$ cat config.mk
export PLATFORM = sky130hd
export DESIGN_NAME = asp_top
export DESIGN_NICKNAME = d
export VERILOG_FILES = /design/src/rtl/asp_pkg.sv /design/src/rtl/asp_top.sv
export VERILOG_INCLUDE_DIRS = /design/src /design/src/rtl
export SDC_FILE = /design/constraint.sdc
export NUM_CORES = 1
export LEC_CHECK = 0
export ABC_AREA = 1
export BUFFER_PORTS_ARGS = -buffer_cell sky130_fd_sc_hd__buf_2
export CAP_MARGIN = 20
export CELL_PAD_IN_SITES_DETAIL_PLACEMENT = 1
export CELL_PAD_IN_SITES_GLOBAL_PLACEMENT = 1
export CORE_MARGIN = 8
export CORE_UTILIZATION = 30
export DETAILED_ROUTE_END_ITERATION = 10
export MAX_ROUTING_LAYER = met4
export PLACE_DENSITY_LB_ADDON = 0.3
export SLEW_MARGIN = 20
export SYNTH_ARGS = -nofsm -noshare
export SYNTH_HDL_FRONTEND = slang
export SYNTH_SLANG_ARGS = --single-unit
$ cat constraint.sdc
create_clock -name i_core_clk -period 8.7 [get_ports i_core_clk]
set_clock_uncertainty 0.1 [all_clocks]
set_input_delay 0.435 -clock i_core_clk [delete_from_list [all_inputs] [get_ports i_core_clk]]
set_output_delay 0.435 -clock i_core_clk [all_outputs]
set_load 0.1 [all_outputs]
$ cat src/rtl/asp_params.svh
// Offsets, field positions, reset values and counts of the serial port
// How it works
// - Module-on gives pins to port, else idle
// - Idle-halt stops module during device Idle
// - Infrared coder works only in 16x mode
// - Request pin: simplex or flow control
// - Pin-use field picks handshake or clock pins
// - Wake: falling edge interrupts, rising clears bit
// - Loopback-select enters diagnostic loopback
// - Auto-rate measures 55h sync, then clears
// - Receive-polarity sets idle level of input
// - High-speed: 4 ticks per bit, else 16
// - Frame format: 9-bit, odd, even, none
// - Stop-count: two stop bits or one
// - Transmit-enable owns pin; clearing flushes queue
// - Both directions queue four characters
// - Transmit-full flag while queue is full
// - Shifter-empty when shifter and queue empty
// - Ninth bit one marks an address
// - Errors share one interrupt of their own
// - Clock output at tick rate: sixteen times bit rate, four in high-speed
// - Rate generator uses 16-bit divisor
// - Address detect only in 9-bit format
// - Parity/framing flags describe queue head, read-only
// - Clearing overrun empties queue and shifter
// - Data-available while receive queue holds data
`ifndef ASP_PARAMS_SVH
`define ASP_PARAMS_SVH
// ---------------------------------------------------------------
// Register byte offsets
// ---------------------------------------------------------------
`define ASP_OFF_MODE   8'h00
`define ASP_OFF_STAT   8'h04
`define ASP_OFF_TXD    8'h08
`define ASP_OFF_RXD    8'h0C
`define ASP_OFF_DIV    8'h10
// ---------------------------------------------------------------
// Field positions
// ---------------------------------------------------------------
`define ASP_B_ON       15
`define ASP_B_IDLH     13
`define ASP_B_INFRARED_ENABLE     12
`define ASP_B_REQUEST_PIN_MODE    11
`define ASP_B_PUSE     8
`define ASP_B_WAKE     7
`define ASP_B_LPBK     6
`define ASP_B_AUTO_RATE_MEASURE    5
`define ASP_B_RINV     4
`define ASP_B_HIGH_SPEED_SAMPLING     3
`define ASP_B_FMT      1
`define ASP_B_STOP     0
`define ASP_B_BRK      11
`define ASP_B_TXEN     10
`define ASP_B_TXBF     9
`define ASP_B_SHIFTER_EMPTY_FLAG     8
`define ASP_B_ADDRESS_DETECT_ENABLE    5
`define ASP_B_RIDLE    4
`define ASP_B_PARITY_ERROR_FLAG     3
`define ASP_B_FRAMING_ERROR_FLAG     2
`define ASP_B_OVERRUN_FLAG     1
`define ASP_B_RXDA     0
// ---------------------------------------------------------------
// Reset values, masks and counts
// ---------------------------------------------------------------
`define ASP_MODE_RST   16'h0000
`define ASP_MODE_WMASK 16'hBBFF
`define ASP_DIV_RST    16'h0000
`define ASP_LAST_STD   4'hF
`define ASP_LAST_HS    4'h3
`define ASP_HALF_STD   4'h8
`define ASP_HALF_HS    4'h2
`define ASP_BRK_BITS   4'hC
`define ASP_IR_PULSE   4'h3
`define ASP_IR_HOLD    5'h10
`define ASP_AB_FALLS   3'h4
`define ASP_AB_SH_STD  7
`define ASP_AB_SH_HS   5
`endif

$ cat src/rtl/asp_pkg.sv
// Types shared by the serial port
package asp_pkg;
   typedef enum logic [4:0] {
      ST_IDLE  = 5'b00001,
      ST_START = 5'b00010,
      ST_DATA  = 5'b00100,
      ST_PAR   = 5'b01000,
      ST_STOP  = 5'b10000
   } asp_st_t;
   typedef logic [1:0] asp_fmt_t;
endpackage : asp_pkg

$ cat src/rtl/asp_top.sv
// Serial port core: APB registers, rate generator, queues, framer
`timescale 1ns/1ps
`include "asp_params.svh"
module asp_top
   import asp_pkg::*;
#(
   parameter int DEPTH = 4,
   parameter int ABW   = 24
) (
   input  wire logic        i_core_clk,
   input  wire logic        i_srst,
   input  wire logic        i_psel,
   input  wire logic        i_penable,
   input  wire logic        i_pwrite,
   input  wire logic [7:0]  i_paddr,
   input  wire logic [31:0] i_pwdata,
   output logic      [31:0] o_prdata,
   output logic             o_pready,
   output logic             o_pslverr,
   input  wire logic        i_idle,
   input  wire logic        i_sleep,
   input  wire logic        i_serial_in_pin,
   input  wire logic        i_clear_to_send_pin_n,
   output logic             o_serial_out_pin,
   output logic             o_serial_out_pin_oe,
   output logic             o_request_to_send_pin_n,
   output logic             o_request_to_send_pin_oe,
   output logic             o_tx_irq,
   output logic             o_rx_irq,
   output logic             o_err_irq,
   output logic             o_wake_irq
);
   localparam int AW = $clog2(DEPTH);
   if (DEPTH < 2 || (DEPTH & (DEPTH - 1)) != 0) begin : g_bad
      $error("DEPTH must be a power of two, at least 2");
   end

   function automatic logic [AW-1:0] nxt(input logic [AW-1:0] p);
      nxt = p + AW'(1);
   endfunction : nxt
   function automatic logic par_of(input logic [7:0] d, input logic odd);
      par_of = (^d) ^ odd;
   endfunction : par_of

   // ---------------------------------------------------------------
   // Registers and bus decode
   // ---------------------------------------------------------------
   logic [15:0] mode_reg, mode_next, div_reg;
   logic        brk_reg, brk_next, txen_reg, address_detect_enable_reg, overrun_flag_reg, overrun_flag_next;
   logic [31:0] prdata_reg;
   wire acc    = i_psel & i_penable;
   wire wr     = acc & i_pwrite;
   wire hit_md = i_paddr == `ASP_OFF_MODE;
   wire hit_st = i_paddr == `ASP_OFF_STAT;
   wire hit_tx = i_paddr == `ASP_OFF_TXD;
   wire hit_rx = i_paddr == `ASP_OFF_RXD;
   wire hit_dv = i_paddr == `ASP_OFF_DIV;
   wire wr_md  = wr & hit_md;
   wire wr_st  = wr & hit_st;
   wire rd_rx  = acc & ~i_pwrite & hit_rx;
   assign o_pready  = 1'b1;
   assign o_pslverr = acc & ~(hit_md | hit_st | hit_tx | hit_rx | hit_dv);
   assign o_prdata  = prdata_reg;

   wire       on    = mode_reg[`ASP_B_ON];
   wire       high_speed_sampling  = mode_reg[`ASP_B_HIGH_SPEED_SAMPLING];
   wire       ir_on = mode_reg[`ASP_B_INFRARED_ENABLE] & ~high_speed_sampling;
   wire       lpbk  = mode_reg[`ASP_B_LPBK];
   wire       abd   = mode_reg[`ASP_B_AUTO_RATE_MEASURE];
   wire [1:0] puse  = mode_reg[`ASP_B_PUSE +: 2];
   asp_fmt_t  fmt;
   assign fmt = mode_reg[`ASP_B_FMT +: 2];
   wire       nine  = fmt == 2'b11;
   wire       haspr = fmt == 2'b01 || fmt == 2'b10;
   wire       oddp  = fmt == 2'b10;
   wire       run   = on & ~i_sleep & ~(mode_reg[`ASP_B_IDLH] & i_idle);
   wire [3:0] last  = high_speed_sampling ? `ASP_LAST_HS : `ASP_LAST_STD;
   wire [3:0] half  = high_speed_sampling ? `ASP_HALF_HS : `ASP_HALF_STD;

   // ---------------------------------------------------------------
   // Rate generator and tick-rate clock output
   // ---------------------------------------------------------------
   logic [15:0] brg_cnt_reg;
   logic        bclk_reg;
   wire tick = run & (brg_cnt_reg == div_reg);
   always_ff @(posedge i_core_clk) begin
      if (i_srst | ~run | tick) brg_cnt_reg <= 16'h0000;
      else brg_cnt_reg <= brg_cnt_reg + 16'h0001;
      bclk_reg <= run & (brg_cnt_reg <= {1'b0, div_reg[15:1]});
   end

   // ---------------------------------------------------------------
   // Queues
   // ---------------------------------------------------------------
   logic [8:0]    txq [DEPTH];
   logic [10:0]   rxq [DEPTH];
   logic [AW-1:0] txw_reg, txr_reg, rxw_reg, rxr_reg;
   logic [AW:0]   txc_reg, rxc_reg;
   wire tx_full  = txc_reg == (AW+1)'(DEPTH);
   wire tx_empty = txc_reg == '0;
   wire rx_full  = rxc_reg == (AW+1)'(DEPTH);
   wire rx_empty = rxc_reg == '0;
   wire [10:0] rx_head = rxq[rxr_reg];
   wire tx_flush = ~on | ~txen_reg;
   wire rx_flush = ~on | (wr_st & ~i_pwdata[`ASP_B_OVERRUN_FLAG] & overrun_flag_reg);
   wire tx_push  = wr & hit_tx & ~tx_full & ~tx_flush;
   wire rx_pop   = rd_rx & ~rx_empty;
   logic tx_pop, rx_push, rx_store;
   logic [10:0] rx_word;
   assign rx_push = rx_store & ~rx_full;

   // Queue pointers; writes into a full transmit queue are dropped
   always_ff @(posedge i_core_clk) begin
      if (tx_push) txq[txw_reg] <= i_pwdata[8:0];
      if (rx_push) rxq[rxw_reg] <= rx_word;
      if (i_srst | tx_flush) begin
         txw_reg <= '0;
         txr_reg <= '0;
         txc_reg <= '0;
      end else begin
         if (tx_push) txw_reg <= nxt(txw_reg);
         if (tx_pop) txr_reg <= nxt(txr_reg);
         txc_reg <= txc_reg + (AW+1)'(tx_push) - (AW+1)'(tx_pop);
      end
      if (i_srst | rx_flush) begin
         rxw_reg <= '0;
         rxr_reg <= '0;
         rxc_reg <= '0;
      end else begin
         if (rx_push) rxw_reg <= nxt(rxw_reg);
         if (rx_pop) rxr_reg <= nxt(rxr_reg);
         rxc_reg <= rxc_reg + (AW+1)'(rx_push) - (AW+1)'(rx_pop);
      end
   end

   // ---------------------------------------------------------------
   // Transmitter
   // ---------------------------------------------------------------
   asp_st_t     tx_st_reg;
   logic [11:0] tx_sh_reg;
   logic [3:0]  tx_nb_reg, tx_tc_reg;
   logic        tx_pr_reg, tx_hp_reg, tx_two_reg, tx_brk_reg, tx_line_reg;
   logic        cts_s1_reg, cts_s2_reg, out_reg;
   wire cts_ok   = (puse != 2'b10) | mode_reg[`ASP_B_REQUEST_PIN_MODE] | ~cts_s2_reg;
   wire tx_go    = run & ~tx_flush & (tx_st_reg == ST_IDLE) & cts_ok;
   wire brk_go   = tx_go & brk_reg;
   assign tx_pop = tx_go & ~brk_reg & ~tx_empty;
   wire tx_bend  = tick & (tx_tc_reg == last);
   wire tx_done  = tx_bend & (tx_st_reg == ST_STOP) & ~tx_two_reg;
   wire [8:0] txd = txq[txr_reg];

   // Frame sequencer; bit timing restarts at each start bit
   always_ff @(posedge i_core_clk) begin
      if (i_srst | tx_flush) begin
         tx_st_reg  <= ST_IDLE;
         tx_tc_reg  <= 4'h0;
         tx_brk_reg <= 1'b0;
      end else if (brk_go | tx_pop) begin
         tx_st_reg  <= ST_START;
         tx_tc_reg  <= 4'h0;
         tx_brk_reg <= brk_go;
         tx_sh_reg  <= brk_go ? 12'h000 : {3'b000, txd};
         tx_nb_reg  <= brk_go ? `ASP_BRK_BITS : (nine ? 4'h9 : 4'h8);
         tx_hp_reg  <= ~brk_go & haspr;
         tx_pr_reg  <= par_of(txd[7:0], oddp);
         tx_two_reg <= ~brk_go & mode_reg[`ASP_B_STOP];
      end else if (tick) begin
         tx_tc_reg <= tx_bend ? 4'h0 : tx_tc_reg + 4'h1;
         if (tx_bend) begin
            unique case (tx_st_reg)
               ST_IDLE:  tx_st_reg <= ST_IDLE;
               ST_START: tx_st_reg <= ST_DATA;
               ST_DATA: begin
                  tx_sh_reg <= {1'b0, tx_sh_reg[11:1]};
                  tx_nb_reg <= tx_nb_reg - 4'h1;
                  if (tx_nb_reg == 4'h1) tx_st_reg <= tx_hp_reg ? ST_PAR : ST_STOP;
               end
               ST_PAR:   tx_st_reg <= ST_STOP;
               ST_STOP: begin
                  tx_two_reg <= 1'b0;
                  if (!tx_two_reg) tx_st_reg <= ST_IDLE;
               end
            endcase
         end
      end
   end

   // Line level, then optional infrared pulse of 3/16 bit for zeros
   always_comb begin
      unique case (tx_st_reg)
         ST_START: tx_line_reg = 1'b0;
         ST_DATA:  tx_line_reg = tx_sh_reg[0];
         ST_PAR:   tx_line_reg = tx_pr_reg;
         default:  tx_line_reg = 1'b1;
      endcase
   end
   always_ff @(posedge i_core_clk) begin
      cts_s1_reg <= i_clear_to_send_pin_n;
      cts_s2_reg <= cts_s1_reg;
      if (i_srst) out_reg <= 1'b1;
      else if (lpbk) out_reg <= 1'b1;
      else if (ir_on) out_reg <= ~tx_line_reg & (tx_tc_reg < `ASP_IR_PULSE);
      else out_reg <= tx_line_reg;
   end
   assign o_serial_out_pin    = out_reg;
   assign o_serial_out_pin_oe = on & txen_reg;

   // Request pin: free-queue handshake, or asserted while sending
   wire rts_act = mode_reg[`ASP_B_REQUEST_PIN_MODE] ? (tx_st_reg != ST_IDLE) : ~rx_full;
   assign o_request_to_send_pin_n  = (puse == 2'b11) ? bclk_reg : ~rts_act;
   assign o_request_to_send_pin_oe = on & (puse != 2'b00);

   // ---------------------------------------------------------------
   // Receive front end: sync, infrared decode, polarity, loopback
   // ---------------------------------------------------------------
   logic       rx_s1_reg, rx_s2_reg, prev_reg;
   logic [4:0] ir_cnt_reg;
   always_ff @(posedge i_core_clk) begin
      rx_s1_reg <= i_serial_in_pin;
      rx_s2_reg <= rx_s1_reg;
      if (i_srst) ir_cnt_reg <= 5'h00;
      else if (rx_s2_reg) ir_cnt_reg <= `ASP_IR_HOLD;
      else if (tick && ir_cnt_reg != 5'h00) ir_cnt_reg <= ir_cnt_reg - 5'h01;
   end
   wire rx_pin = ir_on ? (ir_cnt_reg == 5'h00) : rx_s2_reg ^ mode_reg[`ASP_B_RINV];
   wire rxl    = lpbk ? tx_line_reg : rx_pin;
   always_ff @(posedge i_core_clk) prev_reg <= i_srst ? 1'b1 : rxl;
   wire fall = prev_reg & ~rxl;
   wire rise = ~prev_reg & rxl;

   // ---------------------------------------------------------------
   // Receiver
   // ---------------------------------------------------------------
   asp_st_t    rx_st_reg;
   logic [8:0] rx_sh_reg;
   logic [3:0] rx_nb_reg, rx_tc_reg;
   logic       rx_pe_reg;
   wire rx_mid = tick & (rx_tc_reg == half);
   wire rx_end = tick & (rx_tc_reg == last);
   wire [8:0] rx_d = nine ? rx_sh_reg : {1'b0, rx_sh_reg[8:1]};
   wire keep = ~(nine & address_detect_enable_reg) | rx_d[8];
   assign rx_store = rx_mid & (rx_st_reg == ST_STOP) & keep;
   assign rx_word  = {~rxl, rx_pe_reg, rx_d};

   // Bits sampled at mid-bit; returns to idle at mid-stop
   always_ff @(posedge i_core_clk) begin
      if (i_srst | rx_flush) begin
         rx_st_reg <= ST_IDLE;
         rx_tc_reg <= 4'h0;
      end else if (rx_st_reg == ST_IDLE) begin
         rx_tc_reg <= 4'h0;
         if (fall & run & ~abd) rx_st_reg <= ST_START;
      end else if (tick) begin
         rx_tc_reg <= rx_end ? 4'h0 : rx_tc_reg + 4'h1;
         unique case (rx_st_reg)
            ST_START: begin
               if (rx_mid & rxl) rx_st_reg <= ST_IDLE;
               if (rx_end) begin
                  rx_st_reg <= ST_DATA;
                  rx_nb_reg <= nine ? 4'h9 : 4'h8;
                  rx_pe_reg <= 1'b0;
               end
            end
            ST_DATA: begin
               if (rx_mid) rx_sh_reg <= {rxl, rx_sh_reg[8:1]};
               if (rx_end) begin
                  rx_nb_reg <= rx_nb_reg - 4'h1;
                  if (rx_nb_reg == 4'h1) rx_st_reg <= haspr ? ST_PAR : ST_STOP;
               end
            end
            ST_PAR: begin
               if (rx_mid) rx_pe_reg <= rxl ^ par_of(rx_d[7:0], oddp);
               if (rx_end) rx_st_reg <= ST_STOP;
            end
            ST_STOP:  if (rx_mid) rx_st_reg <= ST_IDLE;
            default:  rx_st_reg <= ST_IDLE;
         endcase
      end
   end

   // ---------------------------------------------------------------
   // Auto-rate: five falling edges of 55h span eight bit times
   // ---------------------------------------------------------------
   logic [ABW-1:0] ab_cnt_reg;
   logic [2:0]     ab_fall_reg;
   wire ab_done = abd & run & fall & (ab_fall_reg == `ASP_AB_FALLS);
   wire [ABW-1:0] ab_q = high_speed_sampling ? ab_cnt_reg >> `ASP_AB_SH_HS : ab_cnt_reg >> `ASP_AB_SH_STD;
   always_ff @(posedge i_core_clk) begin
      if (i_srst | ~abd | ab_done) begin
         ab_cnt_reg  <= '0;
         ab_fall_reg <= 3'h0;
      end else if (run) begin
         if (fall) ab_fall_reg <= ab_fall_reg + 3'h1;
         // Count from the first edge itself, else truncation loses a step
         if (fall || ab_fall_reg != 3'h0) ab_cnt_reg <= ab_cnt_reg + ABW'(1);
      end
   end

   // ---------------------------------------------------------------
   // Wake from sleep
   // ---------------------------------------------------------------
   logic wake_seen_reg, wake_irq_reg;
   wire wk = mode_reg[`ASP_B_WAKE] & i_sleep;
   wire wake_clr = wk & wake_seen_reg & rise;
   always_ff @(posedge i_core_clk) begin
      wake_irq_reg  <= ~i_srst & wk & fall;
      if (i_srst | ~mode_reg[`ASP_B_WAKE]) wake_seen_reg <= 1'b0;
      else if (wk & fall) wake_seen_reg <= 1'b1;
   end

   // ---------------------------------------------------------------
   // Register updates: hardware set wins over software clear
   // ---------------------------------------------------------------
   always_comb begin
      mode_next = wr_md ? (i_pwdata[15:0] & `ASP_MODE_WMASK) : mode_reg;
      if (ab_done && !(wr_md && i_pwdata[`ASP_B_AUTO_RATE_MEASURE])) mode_next[`ASP_B_AUTO_RATE_MEASURE] = 1'b0;
      if (wake_clr && !(wr_md && i_pwdata[`ASP_B_WAKE])) mode_next[`ASP_B_WAKE] = 1'b0;
      brk_next = wr_st ? i_pwdata[`ASP_B_BRK] : brk_reg;
      if (tx_done && tx_brk_reg && !(wr_st && i_pwdata[`ASP_B_BRK])) brk_next = 1'b0;
      overrun_flag_next = overrun_flag_reg & ~(wr_st & ~i_pwdata[`ASP_B_OVERRUN_FLAG]);
      if (rx_store & rx_full) overrun_flag_next = 1'b1;
   end
   always_ff @(posedge i_core_clk) begin
      if (i_srst) begin
         mode_reg  <= `ASP_MODE_RST;
         div_reg   <= `ASP_DIV_RST;
         brk_reg   <= 1'b0;
         txen_reg  <= 1'b0;
         address_detect_enable_reg <= 1'b0;
         overrun_flag_reg  <= 1'b0;
      end else begin
         mode_reg <= mode_next;
         brk_reg  <= brk_next;
         overrun_flag_reg <= overrun_flag_next;
         if (wr_st) txen_reg <= i_pwdata[`ASP_B_TXEN];
         if (wr_st) address_detect_enable_reg <= i_pwdata[`ASP_B_ADDRESS_DETECT_ENABLE];
         if (ab_done) div_reg <= ab_q[15:0] - 16'h0001;
         else if (wr & hit_dv) div_reg <= i_pwdata[15:0];
      end
   end

   // Status word; parity and framing flags follow the queue head
   wire [15:0] stat = {4'h0, brk_reg, txen_reg, tx_full,
                       tx_empty & (tx_st_reg == ST_IDLE),
                       2'b00, address_detect_enable_reg, rx_st_reg == ST_IDLE,
                       ~rx_empty & rx_head[9], ~rx_empty & rx_head[10],
                       overrun_flag_reg, ~rx_empty};
   wire [15:0] rsel = hit_md ? mode_reg : hit_st ? stat : hit_dv ? div_reg :
                      hit_rx ? {7'h00, rx_head[8:0]} : 16'h0000;

   // Read data latched in the setup cycle, held through access
   always_ff @(posedge i_core_clk) begin
      if (i_srst) prdata_reg <= 32'h0000_0000;
      else if (i_psel & ~i_penable & ~i_pwrite) prdata_reg <= {16'h0000, rsel};
   end

   assign o_tx_irq   = on & txen_reg & ~tx_full;
   assign o_rx_irq   = ~rx_empty;
   assign o_err_irq  = overrun_flag_reg | (~rx_empty & (rx_head[9] | rx_head[10]));
   assign o_wake_irq = wake_irq_reg;
endmodule : asp_top
==> summary.txt <==
Outcome
  – Status: complete, no violations

Pwr
  – Sw frac: 22.8%
  – Leakage Power: 5.72 nW
  – Maximum VDD drop: 123 uV
  – Total chip power: 0.00275 W
  – Share of total power in combinational logic: 3.3%
  – Int Pwr: 0.00212 W
  – Flop pwr share: 45.1%
  – Sw Pwr: 0.000627 W
  – Clock share of power: 51.5%
  – Power Density: 182 nW/um^2

Placed design
  – Placer Congestion: 0.817
  – Inst Count DP: 2232
  – Pre-CTS setup slack: 5.25 ns
  – HPWL Detailed: 31.6 mm
  – I/O Buffers: 57

CTS
  – H-tree depth: 1
  – Clock Latency Late Sink: 0.59 ns
  – TritonCTS clock tree: yes
  – Max clock buf depth: 3
  – Clock-pin slew on the worst setup and hold paths: 0.06 ns
  – Root Buffer: clkbuf_16
  – Clk sink count: 253
  – CTS Buf Count: 31
  – Post-CTS setup buffers: 0

STA
  – Final setup fails: 0
  – Ratio of final minimum period to clock period: 39.2%
  – Unrepaired setup endpoints after global routing: no
  – Post-route setup TNS: 0 ns
  – Final hold vios: 0
  – Fin. max-slew vios: 0
  – Fin worst setup slack: 5.29 ns
  – Final min period: 3.41 ns
  – Tightest Pin Transition: 1.06 ns
  – Max transition margin: 28.8%
  – Achievable Freq: 293 MHz

Floorplan
  – Core box area: 43200 sq um
  – Die H: 225 microns
  – Die X-Extent: 225 microns
  – Die area: 50700 sq um
  – Cell row count: 76
  – IO Count: 91
  – Starting Density: 30.4%

Setup path
  – R2r worst-path depth: 10
  – Crit path max fanout: 11
  – WS Path Type: reg -> reg
  – Type of origin of the critical path: flop
  – R2R setup slack: 5.29 ns
  – Worst r2r src: mode_reg[2]$_SDFFE_PP0P_
  – Critical-path top delay cell: clkinv_1
  – Worst EP required: 9.05 ns
  – CP Cell Sequence: ha_1 -> clkinv_1 -> o31a_1 -> nand3b_2 -> ha_1 -> inv_1 -> ha_1 -> fa_1 -> inv_1 -> nor2_1
  – Critical Path Start: mode_reg[2]$_SDFFE_PP0P_
  – Cell mode on critical path: ha_1
  – WP data arrival: 3.76 ns
  – Crit-path max cell delay: 0.53 ns
  – Setup crit end kind: flop
  – Worst R2R End: rxc_reg[1]$_SDFF_PP0_
  – Worst Setup EP: rxc_reg[1]$_SDFF_PP0_

Global route
  – Vias in the first global route: 11500
  – Pin count of the biggest net entering global routing: 39
  – First-pass GRT wire length: 65.3 mm
  – GR Overflow Total: 0
  – Routing usage on met1: 22.0%
  – Met2 usage: 27.2%
  – Initial antenna violation count: 0
  – Total GRT Usage: 16.8%
  – Grt met3 use: 2.26%
  – GRT busiest layer: met2

Drt
  – Total Wirelength: 41.7 mm
  – DR DRC count: 0
  – DR vias: 11100
  – First-pass iteration count of the detailed router: 5
  – Via density: 4.84
  – Wire per inst: 18.2 microns
  – Post-route ant nets: 0
  – 1st-iter DRT viols: 533

Yosys
  – Yosys top cell area share: 25.2%
  – Top cell type by total area after synthesis: edfxtp_1
  – Register bit total from synthesis: 253
  – Cell area after synthesis: 13100 sq um
  – Top cells by area, synth: edfxtp_1, dfxtp_1, nand2_1
  – Cells after Synth: 1628
  – Post-Syn Area per Cell: 8.07 sq um
  – YS warnings: 0
  – Seq/Total Area, Yosys: 47.0%
  – Yosys cell types: 57

Cells and area
  – # fillers: 5226
  – Most frequent cells in the layout: nand2_1, inv_1, nor2_1, o21ai_0, dfxtp_1
  – Nets: 1776
  – Most common cell after layout, fill and taps aside: nand2_1
  – Area growth syn-to-layout: 14.9%
  – Share of post-route cells with drive strength above 1: 9.43%
  – Sequential Area: 6170 sq um
  – Area occupied by multi-input gates: 5920 sq um
  – Fin cells: 2293
  – Max reg flops: 44
  – Ant diodes: 0

Hold path
  – Hold Crit Class: in -> reg

Run
  – Max Cap Viol: 0
==> through the flow <==
| step | util, % | hold WS [ns] | instance area, sq um |
|---|---|---|---|
| final | 35.0 | 0.0319 | 15100 |
| after global routing | 35.0 | 0.0215 | 15100 |
| after CTS | 34.9 | 0.000778 | 15100 |
| after detailed placement | 32.3 | 0.218 | 13900 |
| after global placement | 32.2 | 0.217 | 13900 |
| after floorplan | - | 0.210 | 13200 |
==> final cells by class <==
type,count,area share [%]
well taps,585,4.85
repair buffers,68,2.49
flip-flops and latches,253,40.9
inverters,207,5.15
clock inverters,17,1.58
clock buffers,41,5.88
multi-input cells,1122,39.2
==> power groups by stage <==
| stage | registers [W] | logic, W | clock network [W] |
|---|---|---|---|
| 2_1_floorplan | 0.00128 | 0.0000573 | 0 |
| 3_3_place_gp | 0.00127 | 0.0000894 | 0 |
| 3_5_place_dp | 0.00127 | 0.0000903 | 0 |
| 4_1_cts | 0.00124 | 0.0000914 | 0.00145 |
| 5_1_grt | 0.00124 | 0.0000960 | 0.00149 |
| 6_report | 0.00124 | 0.0000915 | 0.00142 |
==> synth_stat cells (all sizes together) <==
cell type / instances
o21bai: 2
xnor2: 27
a211oi: 7
buf: 36
o31a: 1
o21ai: 166
o22ai: 14
clkbuf: 25
nand2: 312
a22oi: 2
a22o: 1
dfxtp: 143
nor2: 206
and2: 3
edfxtp: 110
inv: 203
nor4: 11
or2: 4
o221ai: 3
nand4: 29
a31oi: 14
a21o: 1
o22a: 7
xor2: 33
o41ai: 1
nor3b: 8
a21oi: 95
fa: 2
o21a: 2
a221oi: 1
nand3b: 3
conb: 2
clkinv: 4
nand3: 59
a41oi: 1
and3: 3
nor3: 40
o211ai: 3
o31ai: 2
ha: 42
==> logic make-up after synthesis <==
family	share of synthesized area [%]
compound gates	13.5
xor+xnor	4.00
simple gates	22.6
flops	47.0
other cells	0.0572
buf+inv	8.61
fa+ha+maj	4.31
==> worst min path at each step <==
stage	start	endpoint	slack, ns	cells after the start
2_1_floorplan	cts_s1_reg$_DFF_P_	cts_s2_reg$_DFF_P_	0.21	0
3_3_place_gp	rx_s1_reg$_DFF_P_	rx_s2_reg$_DFF_P_	0.22	0
3_5_place_dp	cts_s1_reg$_DFF_P_	cts_s2_reg$_DFF_P_	0.22	0
4_1_cts	i_pwdata[7]	txq[2][7]$_DFFE_PP_	0.0008	1
5_1_grt	i_pwdata[7]	txq[0][7]$_DFFE_PP_	0.02	1
6_report	i_pwdata[7]	txq[2][7]$_DFFE_PP_	0.03	1
==> what timing repair did <==
item / in CTS / in global routing
hold buffers: 3 / 0
resized for setup: 0 / 0
hold endpoints to repair: 6 / 0
setup endpoints to repair: 0 / 0
==> layer usage <==
layer	up-vias	part of all wire [%]
li1	5496	-
met1	5373	47
met2	165	46
met3	60	4.1
met4	0	2.3
met5	-	0
==> critical path, delay by kind of cell, from the launching register on <==
family | cells | cell delay (ns)
AND/OR/NAND/NOR | 2 | 0.29
adder cells (fa/ha/maj) | 4 | 1.38
AO/OA/AOI/OAI | 1 | 0.45
buffers and inverters | 3 | 0.65
flip-flops | 1 | 0.41
(Power assumes the default switching activity.)
